### config.mk
export PLATFORM = sky130hd
export DESIGN_NAME = sdma_regs
export DESIGN_NICKNAME = d
export VERILOG_FILES = /design/src/sdma_regs_pkg.sv /design/src/sdma_io_decode.sv /design/src/sdma_regs.sv
export SDC_FILE = /design/constraint.sdc
export NUM_CORES = 1
export LEC_CHECK = 0
export ABC_AREA = 1
export BUFFER_PORTS_ARGS = -buffer_cell sky130_fd_sc_hd__buf_2
export CORE_AREA = 2 2 249 177
export DETAILED_ROUTE_END_ITERATION = 12
export DIE_AREA = 0 0 251 179
export MAX_ROUTING_LAYER = met4
export PLACE_DENSITY = 0.5
export SKIP_LAST_GASP = 1
export SLEW_MARGIN = 20
export SYNTH_ARGS = -nofsm -noshare
export SYNTH_HDL_FRONTEND = slang
export SYNTH_HIERARCHICAL = 1
export SYNTH_SLANG_ARGS = --single-unit
### constraint.sdc
create_clock -name clk_in -period 3.3 [get_ports clk_in]
set_input_delay 0.33 -clock clk_in [delete_from_list [all_inputs] [get_ports clk_in]]
set_output_delay 0.33 -clock clk_in [all_outputs]
set_load 0.01 [all_outputs]
### src/sdma_regs_pkg.sv
// Package with offsets, widths and encodings of the slave DMA register block.
package sdma_regs_pkg;

  // ----------------------------------------------------------------------
  // Direct-mapped I/O locations.
  // ----------------------------------------------------------------------
  localparam logic [15:0] IO_CH0_ADDR = 16'h0000; // Channel 0 memory address.
  localparam logic [15:0] IO_CH0_COUNT = 16'h0001; // Channel 0 transfer count.
  localparam logic [15:0] IO_CH1_ADDR = 16'h0002; // Channel 1 memory address.
  localparam logic [15:0] IO_CH1_COUNT = 16'h0003; // Channel 1 transfer count.
  localparam logic [15:0] IO_CH2_ADDR = 16'h0004; // Channel 2 memory address.
  localparam logic [15:0] IO_CH2_COUNT = 16'h0005; // Channel 2 transfer count.
  localparam logic [15:0] IO_BP_CLEAR = 16'h000C; // Byte pointer clear, write only.

  // ----------------------------------------------------------------------
  // Memory-mapped configuration space.
  // ----------------------------------------------------------------------
  localparam logic [11:0] MM_CH7_NEXT_COUNT_HIGH = 12'hDBE; // Next count bits 23..16.

  // ----------------------------------------------------------------------
  // Field layout.
  // ----------------------------------------------------------------------
  localparam int NUM_CH = 3; // Slave channels covered here.
  localparam logic [7:0] RESET_BYTE = 8'h00; // Reset value of every byte.
  localparam logic [7:0] UNMAPPED_READ = 8'h00; // Read data of an unmapped access.

  // Byte-pointer state: which half the next access reaches.
  typedef enum logic [0:0] {
    BP_LOW = 1'b0,
    BP_HIGH = 1'b1
  } byte_ptr_t;

endpackage

### src/sdma_io_decode.sv
// Decoder for the slave DMA direct-mapped I/O locations.
`timescale 1ns/100ps
module sdma_io_decode
  import sdma_regs_pkg::*;
(
  input wire logic [15:0] io_addr_in, // I/O address.
  output logic hit_out, // Address or count location hit.
  output logic is_count_out, // High for a count location.
  output logic [1:0] chan_out, // Channel number.
  output logic bp_clear_out // Byte pointer clear location hit.
);

  // ----------------------------------------------------------------------
  // Decode.
  // ----------------------------------------------------------------------
  // Pure address compare; strobes are qualified by the caller.
  always_comb begin
    hit_out = 1'b1;
    is_count_out = 1'b0;
    chan_out = 2'h0;
    bp_clear_out = 1'b0;
    case (io_addr_in)
      IO_CH0_ADDR: begin
        chan_out = 2'h0;
      end
      IO_CH0_COUNT: begin
        is_count_out = 1'b1;
        chan_out = 2'h0;
      end
      IO_CH1_ADDR: begin
        chan_out = 2'h1;
      end
      IO_CH1_COUNT: begin
        is_count_out = 1'b1;
        chan_out = 2'h1;
      end
      IO_CH2_ADDR: begin
        chan_out = 2'h2;
      end
      IO_CH2_COUNT: begin
        is_count_out = 1'b1;
        chan_out = 2'h2;
      end
      IO_BP_CLEAR: begin
        hit_out = 1'b0;
        bp_clear_out = 1'b1;
      end
      default: begin
        hit_out = 1'b0; // Unmapped: nothing selected.
      end
    endcase
  end

endmodule

### src/sdma_regs.sv
// Slave DMA channel 0-2 address and count registers with channel 7 chaining byte.
// Function
// - Chaining byte holds next count bits 23-16.
// - Chaining byte ignored when chaining disabled.
// - Chaining byte at memory offset DBE, bits 7-0.
// - Sixteen-bit values reached through one byte location.
// - First address access after clear: bits 7-0.
// - Next address access: bits 15-8.
// - First count access after clear: bits 7-0.
// - Next count access: bits 15-8.
// - Transfers equal programmed count plus one.
// - Address 27-0 joins extended page, page, address.
// - Registers track live address and count.
// - I/O decode of channel address and count.
`timescale 1ns/100ps
module sdma_regs
  import sdma_regs_pkg::*;
#(
  parameter int CH = NUM_CH // Number of slave channels.
) (
  input wire logic clk_in, // 10 MHz system clock.
  input wire logic nrst_in, // Asynchronous active-low reset.
  input wire logic [15:0] io_addr_in, // I/O address.
  input wire logic io_wr_in, // I/O write strobe, one cycle.
  input wire logic io_rd_in, // I/O read strobe, one cycle.
  input wire logic [7:0] io_wdata_in, // I/O write data.
  output logic [7:0] io_rdata_out, // I/O read data, registered.
  input wire logic [11:0] mm_addr_in, // Configuration space offset.
  input wire logic mm_wr_in, // Configuration write strobe.
  input wire logic mm_rd_in, // Configuration read strobe.
  input wire logic [7:0] mm_wdata_in, // Configuration write data.
  output logic [7:0] mm_rdata_out, // Configuration read data, registered.
  input wire logic [CH*8-1:0] page_in, // Page registers, per channel.
  input wire logic [CH*4-1:0] ext_page_in, // Extended page registers.
  input wire logic [CH-1:0] xfer_step_in, // Engine moved one transfer.
  input wire logic ch7_chain_enable_in, // Chaining enabled for channel 7.
  input wire logic ch7_chain_load_in, // Channel 7 moves to next buffer.
  output logic [CH*28-1:0] dma_addr_out, // Full 28-bit address per channel.
  output logic [CH*17-1:0] xfer_total_out, // Transfers to do per channel.
  output logic [CH-1:0] terminal_out, // Count expired, per channel.
  output logic [7:0] ch7_count_high_out // Count bits 23..16 loaded into channel 7.
);

  // ----------------------------------------------------------------------
  // State.
  // ----------------------------------------------------------------------
  typedef struct packed {
    logic [CH-1:0][15:0] addr; // Current memory address per channel.
    logic [CH-1:0][15:0] count; // Current count per channel.
    logic [CH-1:0] done; // Count expired.
    byte_ptr_t ptr; // Shared byte pointer.
    logic [7:0] ch7_next_high; // Chaining next count high byte.
    logic [7:0] ch7_loaded; // Byte taken by channel 7.
    logic [7:0] io_rdata; // Registered I/O read data.
    logic [7:0] mm_rdata; // Registered configuration read data.
    logic [CH-1:0][27:0] full_addr; // Registered full address.
    logic [CH-1:0][16:0] total; // Registered transfer total.
  } state_t;

  state_t cur; // Registered state.
  state_t next_st; // Next state.
  logic hit; // Address or count location.
  logic is_count; // Count location.
  logic [1:0] chan; // Selected channel.
  logic bp_clear; // Clear location.
  logic access; // Any read or write of a data location.
  logic chan_ok; // Selected channel exists.

  // Picks the selected byte of a 16-bit value.
  function automatic logic [7:0] pick(input logic [15:0] v, input byte_ptr_t p);
    pick = (p == BP_HIGH) ? v[15:8] : v[7:0];
  endfunction

  // Replaces the selected byte of a 16-bit value.
  function automatic logic [15:0] put(input logic [15:0] v, input byte_ptr_t p,
                                      input logic [7:0] b);
    put = (p == BP_HIGH) ? {b, v[7:0]} : {v[15:8], b};
  endfunction

  sdma_io_decode u_dec (
    .io_addr_in(io_addr_in),
    .hit_out(hit),
    .is_count_out(is_count),
    .chan_out(chan),
    .bp_clear_out(bp_clear)
  );

  assign chan_ok = 32'(chan) < CH;
  assign access = hit && chan_ok && (io_wr_in || io_rd_in);

  // ----------------------------------------------------------------------
  // Next-state logic.
  // ----------------------------------------------------------------------
  // A host access takes priority over an engine step on the same channel,
  // so software sees exactly what it wrote rather than a racing update.
  always_comb begin
    next_st = cur;
    next_st.io_rdata = UNMAPPED_READ;
    next_st.mm_rdata = UNMAPPED_READ;
    // Engine steps: address counts up, count counts down; reaching zero
    // already stands for the last transfer, so total is count plus one.
    for (int i = 0; i < CH; i++) begin
      if (xfer_step_in[i] && !cur.done[i]) begin
        next_st.addr[i] = cur.addr[i] + 16'h0001;
        if (cur.count[i] == 16'h0000) begin
          next_st.done[i] = 1'b1;
        end else begin
          next_st.count[i] = cur.count[i] - 16'h0001;
        end
      end
    end
    if (access) begin
      if (io_rd_in) begin
        next_st.io_rdata = is_count ? pick(cur.count[chan], cur.ptr)
                                    : pick(cur.addr[chan], cur.ptr);
      end
      if (io_wr_in && is_count) begin
        next_st.count[chan] = put(cur.count[chan], cur.ptr, io_wdata_in);
        // Reprogramming clears the expiry, but an expiry raised in this same
        // cycle wins, so a terminal event is never lost to a racing write.
        if (!(xfer_step_in[chan] && !cur.done[chan] && cur.count[chan] == 16'h0000)) begin
          next_st.done[chan] = 1'b0;
        end
      end else if (io_wr_in) begin
        next_st.addr[chan] = put(cur.addr[chan], cur.ptr, io_wdata_in);
      end
      // Every access flips the pointer so the pair alternates.
      next_st.ptr = (cur.ptr == BP_LOW) ? BP_HIGH : BP_LOW;
    end else if (bp_clear && io_wr_in) begin
      next_st.ptr = BP_LOW;
    end
    // Chaining byte in configuration space.
    if (mm_wr_in && mm_addr_in == MM_CH7_NEXT_COUNT_HIGH) begin
      next_st.ch7_next_high = mm_wdata_in;
    end
    if (mm_rd_in && mm_addr_in == MM_CH7_NEXT_COUNT_HIGH) begin
      next_st.mm_rdata = cur.ch7_next_high;
    end
    // Without chaining the stored byte has no effect on channel 7.
    if (ch7_chain_load_in && ch7_chain_enable_in) begin
      next_st.ch7_loaded = cur.ch7_next_high;
    end
    for (int i = 0; i < CH; i++) begin
      next_st.full_addr[i] = {ext_page_in[i*4 +: 4], page_in[i*8 +: 8],
                              next_st.addr[i]};
      next_st.total[i] = {1'b0, next_st.count[i]} + 17'h00001;
    end
  end

  // ----------------------------------------------------------------------
  // State register.
  // ----------------------------------------------------------------------
  always_ff @(posedge clk_in or negedge nrst_in) begin
    if (!nrst_in) begin
      cur <= '0;
      for (int i = 0; i < CH; i++) begin
        cur.total[i] <= 17'h00001;
      end
    end else begin
      cur <= next_st;
    end
  end

  // Outputs come straight from the registered state.
  assign io_rdata_out = cur.io_rdata;
  assign mm_rdata_out = cur.mm_rdata;
  assign dma_addr_out = cur.full_addr;
  assign xfer_total_out = cur.total;
  assign terminal_out = cur.done;
  assign ch7_count_high_out = cur.ch7_loaded;
endmodule

**After elaboration in Yosys (flattened, before gate mapping)**

Cells that the tools add are included.

- Register bits: 267
- Input port bits: 91
- Word-level logic and storage cells: 116

- Eq/ne operators: 7
- Add/sub/neg operators: 9
- Multiplexer cells: 49
- Reduce and logical (&&, ||, !) cells: 28
- Bitwise operators: 2
- $lt $le $gt $ge: 3

Operators with widths:

| kind | count |
|---|---|
| 16-bit two-way mux | 14 |
| 99-bit two-way mux | 1 |
| 48-bit bitwise mux | 2 |
| 48-bit two-way mux | 2 |
| 16-bit zero test | 5 |
| 16-bit binary-select mux with 2-bit select | 2 |
| 16-bit by 1-bit adder with 17-bit output, second input constant | 3 |
| 51-bit two-way mux | 1 |
| 16-bit by 1-bit adder with 16-bit output, second input constant | 3 |
| 8-bit two-way mux | 6 |
| 16-bit by 1-bit subtractor with 16-bit output, second input constant | 3 |
| 16-bit demux with 2-bit select | 1 |
| 16-bit by 2-bit == test with 1-bit output, second input constant | 2 |
| 16-bit by 3-bit == test with 1-bit output, second input constant | 2 |
| 16-bit by 1-bit == test with 1-bit output, second input constant | 1 |
| 16-bit by 4-bit == test with 1-bit output, second input constant | 1 |
| 1-bit two-way mux | 15 |
| 1-bit logical AND | 13 |
| 12-bit == test, second input constant | 1 |
| 6-bit OR reduction | 1 |
| 1-bit binary-select mux with 2-bit select | 2 |
| 1-bit zero test | 4 |
| 2-bit one-hot mux with 2 select lines | 1 |
| 2-bit OR reduction | 2 |
| other kinds (10) | 10 |

**Logic depth before layout (Yosys ltp)**

Gate-level depths: netlist of run 1.

- Word-level depth: 13
- Gate-level depth with buffers: 22

**Cells and area by module**

Netlist of run 1, hierarchy kept.

Modules (own cells, without submodules):

| module | cells each | times used | area each (um^2) |
|---|---|---|---|
| sdma_regs | 1763 | 1 | 13785.7 |
| sdma_io_decode | 26 | 1 | 110.1 |

**Worst setup path before layout of run 1**

No wires, ideal clock.

- Path kind: input -> register
- From: input port io_addr_in[15]
- To: register cur (netlist bit xfer_total_out[48])
- Buffers on the path: 2
- Stages on the path: 22
- Arrival time: 2574 ps
- Slack: 609 ps
- Cell sequence: nor2_1 -> nand2_1 -> nor2_2 -> nand2_2 -> nor2_1 -> buf_6 -> nor2_4 -> buf_6 -> nand2_2 -> o211ai_2 -> or2_1 -> nand2_1 -> nand2_1 -> nand2_2 -> ha_1 -> nand3_1 -> nor2_4 -> nand3_2 -> nor2_2 -> nand2_1 -> nand2_1 -> nand2_1

RTL lines:

| item | RTL line | RTL |
|---|---|---|
| start, declared | sdma_regs.sv:23 | `input wire logic [15:0] io_addr_in,` |
| end signal, assigned | sdma_regs.sv:160 | `cur <= next_st;` |
| end, declared | sdma_regs.sv:60 | `state_t cur;` |

==> results of run 1 <==
## power by group through the flow
stage,clock (mW),combinational [mW],sequential (mW)
2_1_floorplan,0,2.21,3.42
3_3_place_gp,0,2.83,3.60
3_5_place_dp,0,2.83,3.60
4_1_cts,3.29,2.89,3.55
5_1_grt,3.40,3.21,3.62
6_report,3.20,2.89,3.56
## metrics by stage
step | area (um^2) | hold WS [ns] | instances | power, mW | setup slack, ns
floorplan | 13900 | 0.03441 | 1789 | 5.635 | 0.6091
global route | 16180 | 0.1308 | 2534 | 10.22 | 0.05598
detailed placement | 14780 | 0.1359 | 2441 | 6.427 | 0.1602
finish | 16180 | 0.1241 | 2534 | 9.637 | 0.3533
global placement | 14780 | 0.1378 | 2441 | 6.425 | 0.1773
CTS | 16180 | 0.1061 | 2534 | 9.739 | 0.3465
## worst paths after layout
path | slack, ns | depth (start not counted) | start | to
max in group asynchronous | 2.25 | 3 | nrst_in | cur[185]
worst min-delay path | 0.12 | 3 | xfer_step_in[1] | terminal_out[1]
worst max-delay path | 0.35 | 17 | cur[187] | xfer_total_out[27]
worst max register to register | 0.35 | 17 | cur[187] | xfer_total_out[27]
worst min register to register | 0.49 | 2 | ch7_count_high_out[1] | ch7_count_high_out[1]
min in group asynchronous | 0.16 | 2 | nrst_in | xfer_total_out[49]
## worst min-delay path, stage by stage
cell and delay [ns]:
buf_2 0.12, a21oi_1 0.07, a21oi_1 0.11
## metal layers
metal	GRT usage	part of all wire	routed length, um	vias to the layer above
li1	-	-	-	5911
met1	0.3203	0.51	23580	5683
met2	0.2851	0.40	18720	377
met3	0.03325	0.066	3061	52
met4	0.04539	0.021	988	0
met5	-	0	0	-
## cell type report
| type | count | area share |
|---|---|---|
| sequential | 219 | 0.3390 |
| multi-input combinational | 1169 | 0.3830 |
| tap | 561 | 0.04339 |
| inverter | 192 | 0.04509 |
| timing repair buffer | 345 | 0.1310 |
| clock buffer | 31 | 0.04323 |
| clock inverter | 17 | 0.01531 |
## placed cells by master, fill, tap and decap left out, drive strengths merged, types with 2 or more instances in the layout
cell,synthesis,layout
clkbuf,16,31
o21a,5,5
o221ai,9,9
nand3,147,147
inv,188,189
a31oi,4,4
nand4,31,31
bufinv,0,5
dlygate4sd3,0,45
and2,3,3
nor2,182,182
xor2,51,51
buf,193,300
nand2,478,478
or2,7,7
nand3b,2,2
clkinv,4,12
a21oi,40,40
a221oi,10,10
xnor2,20,20
clkinvlp,0,3
mux2i,2,2
nor4,5,5
o21ai,114,114
dfstp,3,3
o211ai,15,15
nor3b,2,2
ha,11,11
nor3,12,12
o22ai,3,3
dfrtp,216,216
mux2,8,8
## flip-flops by register name, summed over array words and instances, names as in the netlist
signal	count
mm_rdata_out	8
io_rdata_out	8
xfer_total_out	51
ch7_count_high_out	8
cur	57
dma_addr_out	84
terminal_out	3
## cells by family (layout without fill, tap and decap cells)
kind of cell             Yosys count  in the layout
AND/OR/NAND/NOR                  871            871
AO/OA/AOI/OAI                    206            206
flip-flops                       219            219
multiplexers                      10             10
adder cells (fa/ha/maj)           11             11
buffers and inverters            401            585
XOR/XNOR                          71             71
==> results.txt, run 1 <==
----------------------------------------------------
[Status]
  Result of the run ... finished clean

[Clock tree]
  Total setup buffers inserted after CTS ... 0
  Clk root buf ... clkbuf_16
  Clock latency at the later pin of the worst-skew pair ... 0.57 ns
  Post-cts gate resize count ... 0
  Number of buffers inserted during clock tree synthesis ... 26
  CTS sink cnt ... 219
  Number of buffers between clock root and the deepest sink ... 3
  CTS tree ... yes
  Maximum level of the CTS H-tree ... 1
  Clock-pin slew reported for the worst setup and hold paths after clock tree synthesis ... 0.07 ns
  Hold-fix buffer count after cts ... 45

[Floorplan]
  Floorplan row count ... 64
  Area of the die ... 44930 um^2
  Ports placed on the boundary ... 253
  Horizontal die dimension ... 251 um
  Die H ... 179 um
  Placeable core area ... 42920 um^2
  Initial Util ... 0.3238

[Timing]
  Worst-Margin Slew ... 0.7377 ns
  Layout Skew ... 0.02369 ns
  Count of final hold-check violations ... 0
  TNS Setup ... 0 ns
  Worst slew margin relative to its limit ... 0.5082
  Unrepaired setup endpoints after global routing ... no
  Number of setup violations in the final report ... 0
  Final Critical Period ... 2.947 ns
  Upper clock frequency limit ... 339.4 MHz
  Crit share post-route ... 0.8929
  Slew Viols, Final ... 0

[Power and ir drop]
  Power density over the cells ... 595.7 nW/um^2
  VDD IR max ... 0.3639 mV
  Share of total power consumed by net switching ... 0.3696
  Clock power share ... 0.332
  Reported net switching power ... 3.562 mW
  Logic gate share of total power ... 0.299
  Share of power burned in registers ... 0.369
  Total leakage power ... 7.958 nW
  Pint ... 6.075 mW

[Synth]
  Mapped Cells ... 1789
  Total standard cell area after synthesis ... 13900 um^2
  Post-synthesis xor/xnor area fraction ... 0.04475
  Largest family of logic cells by synthesized area ... simple AND/OR/NAND/NOR gates
  Share of synthesized area occupied by flip-flops and latches ... 0.3947
  Number of synthesized flops with an enable pin ... 0
  Fraction of the mapped netlist area in compound gates ... 0.09616
  Area share of fa/ha/maj cells after synthesis ... 0.009905
  Count leader, synth ... nand2_1
  Leading post-synthesis cells by instance count ... nand2_1 (450), dfrtp_1 (216), inv_1 (178)
  Synth Area per Inst ... 7.767 um^2
  Number of distinct library cells after synthesis ... 62
  Fraction of synthesized cell area taken by the top area cell type ... 0.3890
  Simple-gate area share of the yosys netlist ... 0.2867
  Multiplexer share of the synthesized area ... 0.007924
  Share of flip-flops with an asynchronous set or reset ... 1.000
  Count of state elements after synthesis ... 219
  Synthesis Warnings ... 6
  Largest cells by area after synthesis ... dfrtp_1 (39%), nand2_1 (12%), buf_4 (9.1%)
  Prevailing post-synth register cell ... dfrtp_1
  Cell taking the most area after synthesis ... dfrtp_1
  Mapped Nets ... 1891

[Route]
  Final WL ... 46.34 mm
  Routed wire per std cell ... 18.29 um
  Antenna Nets Post-Route ... 0
  Routed vias ... 12.02k
  Detailed-routing iteration count for the pre-antenna-repair pass ... 6
  Initial DRC count ... 1052
  Post-detailed-route via-to-cell ratio ... 4.745
  Residual DRC ... 0

[Setup path]
  Library cell contributing the largest single delay on the critical path ... dfrtp_1
  Kind of launch point of the worst setup path ... register
  Arrival time at the worst endpoint ... 3.38 ns
  Critical path type ... register to register
  Crit path capture type ... register
  Cell Chain, Critical Path ... inv_1 > ha_1 > nand2_1 > nor2_1 > nand3b_1 > nand2_1 > nand2_1 > nand3_1 > nand2_2 > clkinv_2 > ha_1 > nand2_1 > nor2_4 > nand3_2 > inv_2 > nand2_1 > xnor2_1
  Most numerous cell on the critical path ... nand2_1
  Required time of the critical path ... 3.73 ns
  Number of buffer and inverter instances along the worst setup path ... 3
  Family with the most delay on the worst path ... simple AND/OR/NAND/NOR gates
  CP max FO ... 6
  Critical Path Max Stage Delay ... 0.50 ns

[Final layout]
  P&R area growth vs syn ... 16.42%
  Number of antenna cells inserted ... 0
  Register cell area after layout ... 5484 um^2
  Number of nets at the end of the flow ... 2055
  Number of inserted filler cells in the final layout ... 4543
  Layout cells sized above 1 ... 0.2433
  Area of the multi-input gates ... 6196 um^2
  Utilization after layout ... 0.3769

[Run]
  Max_cap viols ... 0

[Global route]
  Initial antenna violation count ... 0
  Overall global routing resource usage ... 0.2093
  Number of global-route vias before repair ... 11.11k
  Total gr overflow ... 0
  First-pass GRT wire length ... 69.30 mm
  Largest net degree at the start of global routing ... 120

[Place]
  Post-detail-place hpwl ... 36.19 mm
  GP Congestion ... 0.9712
  PortBufs ... 252

[Worst hold path]
  Worst min path class ... input pin to register

----------------------------------------------------
Note: power is estimated with default switching activity, not from simulation.
==> inputs of run 2 (changes only) <==
--- a/config.mk
+++ b/config.mk
@@ -7,11 +7,14 @@
 export LEC_CHECK = 0
 export ABC_AREA = 1
 export BUFFER_PORTS_ARGS = -buffer_cell sky130_fd_sc_hd__buf_2
+export CELL_PAD_IN_SITES_DETAIL_PLACEMENT = 1
+export CELL_PAD_IN_SITES_GLOBAL_PLACEMENT = 2
 export CORE_AREA = 2 2 249 177
 export DETAILED_ROUTE_END_ITERATION = 12
 export DIE_AREA = 0 0 251 179
+export GPL_ROUTABILITY_DRIVEN = 0
 export MAX_ROUTING_LAYER = met4
-export PLACE_DENSITY = 0.5
+export PLACE_DENSITY = 0.79
 export SKIP_LAST_GASP = 1
 export SLEW_MARGIN = 20
 export SYNTH_ARGS = -nofsm -noshare
==> run 2 against run 1 <==
  * Clock-buffer cell count increased by 6
  * Final cell count decreased by 0.16%
  * Sequential power barely moved
  * Non-clock buffer count fell by 3
  * Critical path type unchanged
  * Highest routed layer unchanged
  * Combinational power is 4% higher
==> results.txt, run 2 (same netlist as run 1, synthesis figures left out) <==
----------------------------------------------------
[Status]
  Result of the run ... finished clean (unchanged)

[Power and ir drop]
  Power density over the cells ... 601.7 nW/um^2 (was 595.7 nW/um^2)
  Total leakage power ... 7.939 nW (was 7.958 nW)
  VDD IR max ... 0.3475 mV (was 0.3639 mV)

[Floorplan]
  Horizontal die dimension ... 251 um (unchanged)
  Die H ... 179 um (unchanged)
  Floorplan row count ... 64 (unchanged)
  Placeable core area ... 42920 um^2 (unchanged)
  Area of the die ... 44930 um^2 (unchanged)
  Ports placed on the boundary ... 253 (unchanged)
  Initial Util ... 0.3238 (unchanged)

[Timing]
  Slew Viols, Final ... 0 (unchanged)
  Layout Skew ... 0.01629 ns (was 0.02369 ns)
  Setup WS post-layout ... 0.3594 ns (was 0.3533 ns)
  Worst slew margin relative to its limit ... 0.3199 (was 0.5082)
  Count of final hold-check violations ... 0 (unchanged)
  Unrepaired setup endpoints after global routing ... no (unchanged)
  Final Critical Period ... 2.941 ns (was 2.947 ns)
  Upper clock frequency limit ... 340.1 MHz (was 339.4 MHz)
  Number of setup violations in the final report ... 0 (unchanged)
  Crit share post-route ... 0.8911 (was 0.8929)
  TNS Setup ... 0 ns (unchanged)
  Worst-Margin Slew ... 1.009 ns (was 0.7377 ns)

[Clock tree]
  Number of buffers inserted during clock tree synthesis ... 26 (unchanged)
  Post-cts gate resize count ... 0 (unchanged)
  Number of buffers between clock root and the deepest sink ... 3 (unchanged)
  Clock-pin slew reported for the worst setup and hold paths after clock tree synthesis ... 0.06 ns (was 0.07 ns)
  Clock latency at the later pin of the worst-skew pair ... 0.57 ns (about the same)
  Total setup buffers inserted after CTS ... 0 (unchanged)
  CTS tree ... yes (unchanged)
  CTS sink cnt ... 219 (unchanged)
  Maximum level of the CTS H-tree ... 1 (unchanged)
  Clk root buf ... clkbuf_16 (unchanged)
  Hold-fix buffer count after cts ... 45 (unchanged)

[Setup path]
  Number of buffer and inverter instances along the worst setup path ... 3 (unchanged)
  Flop-to-flop setup slack ... 0.36 ns (was 0.35 ns)
  Worst reg2reg path endpoint ... xfer_total_out[27] (unchanged)
  Critical path type ... register to register (unchanged)
  Stages on worst setup path ... 17 (unchanged)
  Critical Path Sink ... xfer_total_out[27] (unchanged)
  Most numerous cell on the critical path ... nand2_1 (unchanged)
  Cell Chain, Critical Path ... inv_1 > ha_1 > nand2_1 > nor2_1 > nand3b_1 > nand2_1 > nand2_1 > nand3_1 > nand2_2 > clkinv_2 > ha_1 > nand2_1 > nor2_4 > nand3_2 > inv_2 > nand2_1 > xnor2_1 (unchanged)
  Worst setup path startpoint ... cur[187] (unchanged)
  Launch instance of the worst register-to-register path ... cur[187] (unchanged)
  Library cell contributing the largest single delay on the critical path ... dfrtp_1 (unchanged)
  Crit path capture type ... register (unchanged)
  Critical Path Max Stage Delay ... 0.50 ns (about the same)
  Arrival time at the worst endpoint ... 3.39 ns (was 3.38 ns)
  Family with the most delay on the worst path ... simple AND/OR/NAND/NOR gates (unchanged)
  CP max FO ... 6 (unchanged)
  Required time of the critical path ... 3.75 ns (was 3.73 ns)
  Worst R2R Path Depth ... 17 (unchanged)
  Kind of launch point of the worst setup path ... register (unchanged)

[Route]
  Residual DRC ... 0 (unchanged)
  Final WL ... 50.27 mm (was 46.34 mm)
  Routed wire per std cell ... 19.87 um (was 18.29 um)
  Detailed-routing iteration count for the pre-antenna-repair pass ... 5 (was 6)
  Routed vias ... 12.35k (was 12.02k)
  Antenna Nets Post-Route ... 0 (unchanged)
  Initial DRC count ... 951 (was 1052)
  Post-detailed-route via-to-cell ratio ... 4.879 (was 4.745)

[Global route]
  Largest net degree at the start of global routing ... 93 (was 120)
  Number of global-route vias before repair ... 12.37k (was 11.11k)
  Initial antenna violation count ... 1 (was 0)
  First-pass GRT wire length ... 75.63 mm (was 69.30 mm)
  Overall global routing resource usage ... 0.2269 (was 0.2093)
  Total gr overflow ... 0 (unchanged)

[Final layout]
  Max FFs per register ... 84 (unchanged)
  Leading cell types in the layout, fill and taps excluded ... nand2_1 (450), buf_2 (251), dfrtp_1 (216) (unchanged)
  Number of inserted filler cells in the final layout ... 5263 (was 4543)
  Register cell area after layout ... 5484 um^2 (unchanged)
  Area of the multi-input gates ... 6196 um^2 (unchanged)
  Layout cells sized above 1 ... 0.2414 (was 0.2433)
  Most frequent standard cell in the layout excluding fill and tap cells ... nand2_1 (unchanged)
  Number of nets at the end of the flow ... 2052 (was 2055)
  P&R area growth vs syn ... 15.86% (was 16.42%)

[Place]
  Post-place setup slack ... 0.02236 ns (was 0.1602 ns)
  PortBufs ... 252 (unchanged)
  Post-detail-place hpwl ... 39.01 mm (was 36.19 mm)

[Worst hold path]
  Worst min path class ... input pin to register (unchanged)

[Run]
  Max_cap viols ... 0 (unchanged)

----------------------------------------------------
==> run 2: changes by cell type in the layout (fill, tap and decap cells not counted) <==
cell	delta
inv_6	-1
buf_12	-2
bufinv_16	-2
clkinvlp_4	-3
diode_2	+1
clkbuf_8	+6
buf_4	-1
clkinv_2	+2
clkinv_4	-4
==> run 2: worst min-delay path by stage <==
stage / slack (ns) / endpoint / from / cells after the start
after global routing: 0.12 / terminal_out[1] / xfer_step_in[1] / 3
after floorplan: 0.03 / ch7_count_high_out[0] / nrst_in / 0
final: 0.11 / cur[167] / io_wr_in / 4
after global placement: 0.40 / dma_addr_out[70] / nrst_in / 1
after CTS: 0.11 / cur[167] / io_wr_in / 4
after detailed placement: 0.40 / dma_addr_out[71] / nrst_in / 1
==> run 2: cell type report <==
type | count | area share
diodes | 1 | 0.0001554
clock buffers | 37 | 0.04857
clock inverters | 9 | 0.008160
inverters | 192 | 0.04531
multi-input cells | 1169 | 0.3849
flip-flops and latches | 219 | 0.3406
well taps | 561 | 0.04360
repair buffers | 342 | 0.1287
==> run 2: worst min-delay path: stages <==
cell	delay (ns)
buf_2	0.11
a21oi_1	0.06
nand2_1	0.06
o21ai_0	0.07
==> run 2: layer usage <==
layer	wire, um	GRT usage
met1	24850	0.3265
met2	21630	0.3345
met3	2872	0.03905
met4	909	0.04514
met5	0	-
==> run 2: where the power goes <==
group	internal (mW)	switching, mW	total, mW	leakage (nW)
Combinational	1.05	1.96	3.00	4.92
Clock	1.87	1.26	3.14	0.456
Sequential	3.12	0.429	3.55	2.56
==> run 2: stage by stage <==
step | total power [mW] | instances | instance area [um^2] | hold WS [ns] | util
after detailed placement | 6.525 | 2438 | 14730 | 0.4031 | 0.3433
after CTS | 9.759 | 2529 | 16100 | 0.1070 | 0.3750
final | 9.687 | 2530 | 16100 | 0.1147 | 0.3751
after floorplan | 5.635 | 1789 | 13900 | 0.03441 | -
after global routing | 10.23 | 2530 | 16100 | 0.1195 | 0.3751
after global placement | 6.440 | 2438 | 14730 | 0.3974 | 0.3433
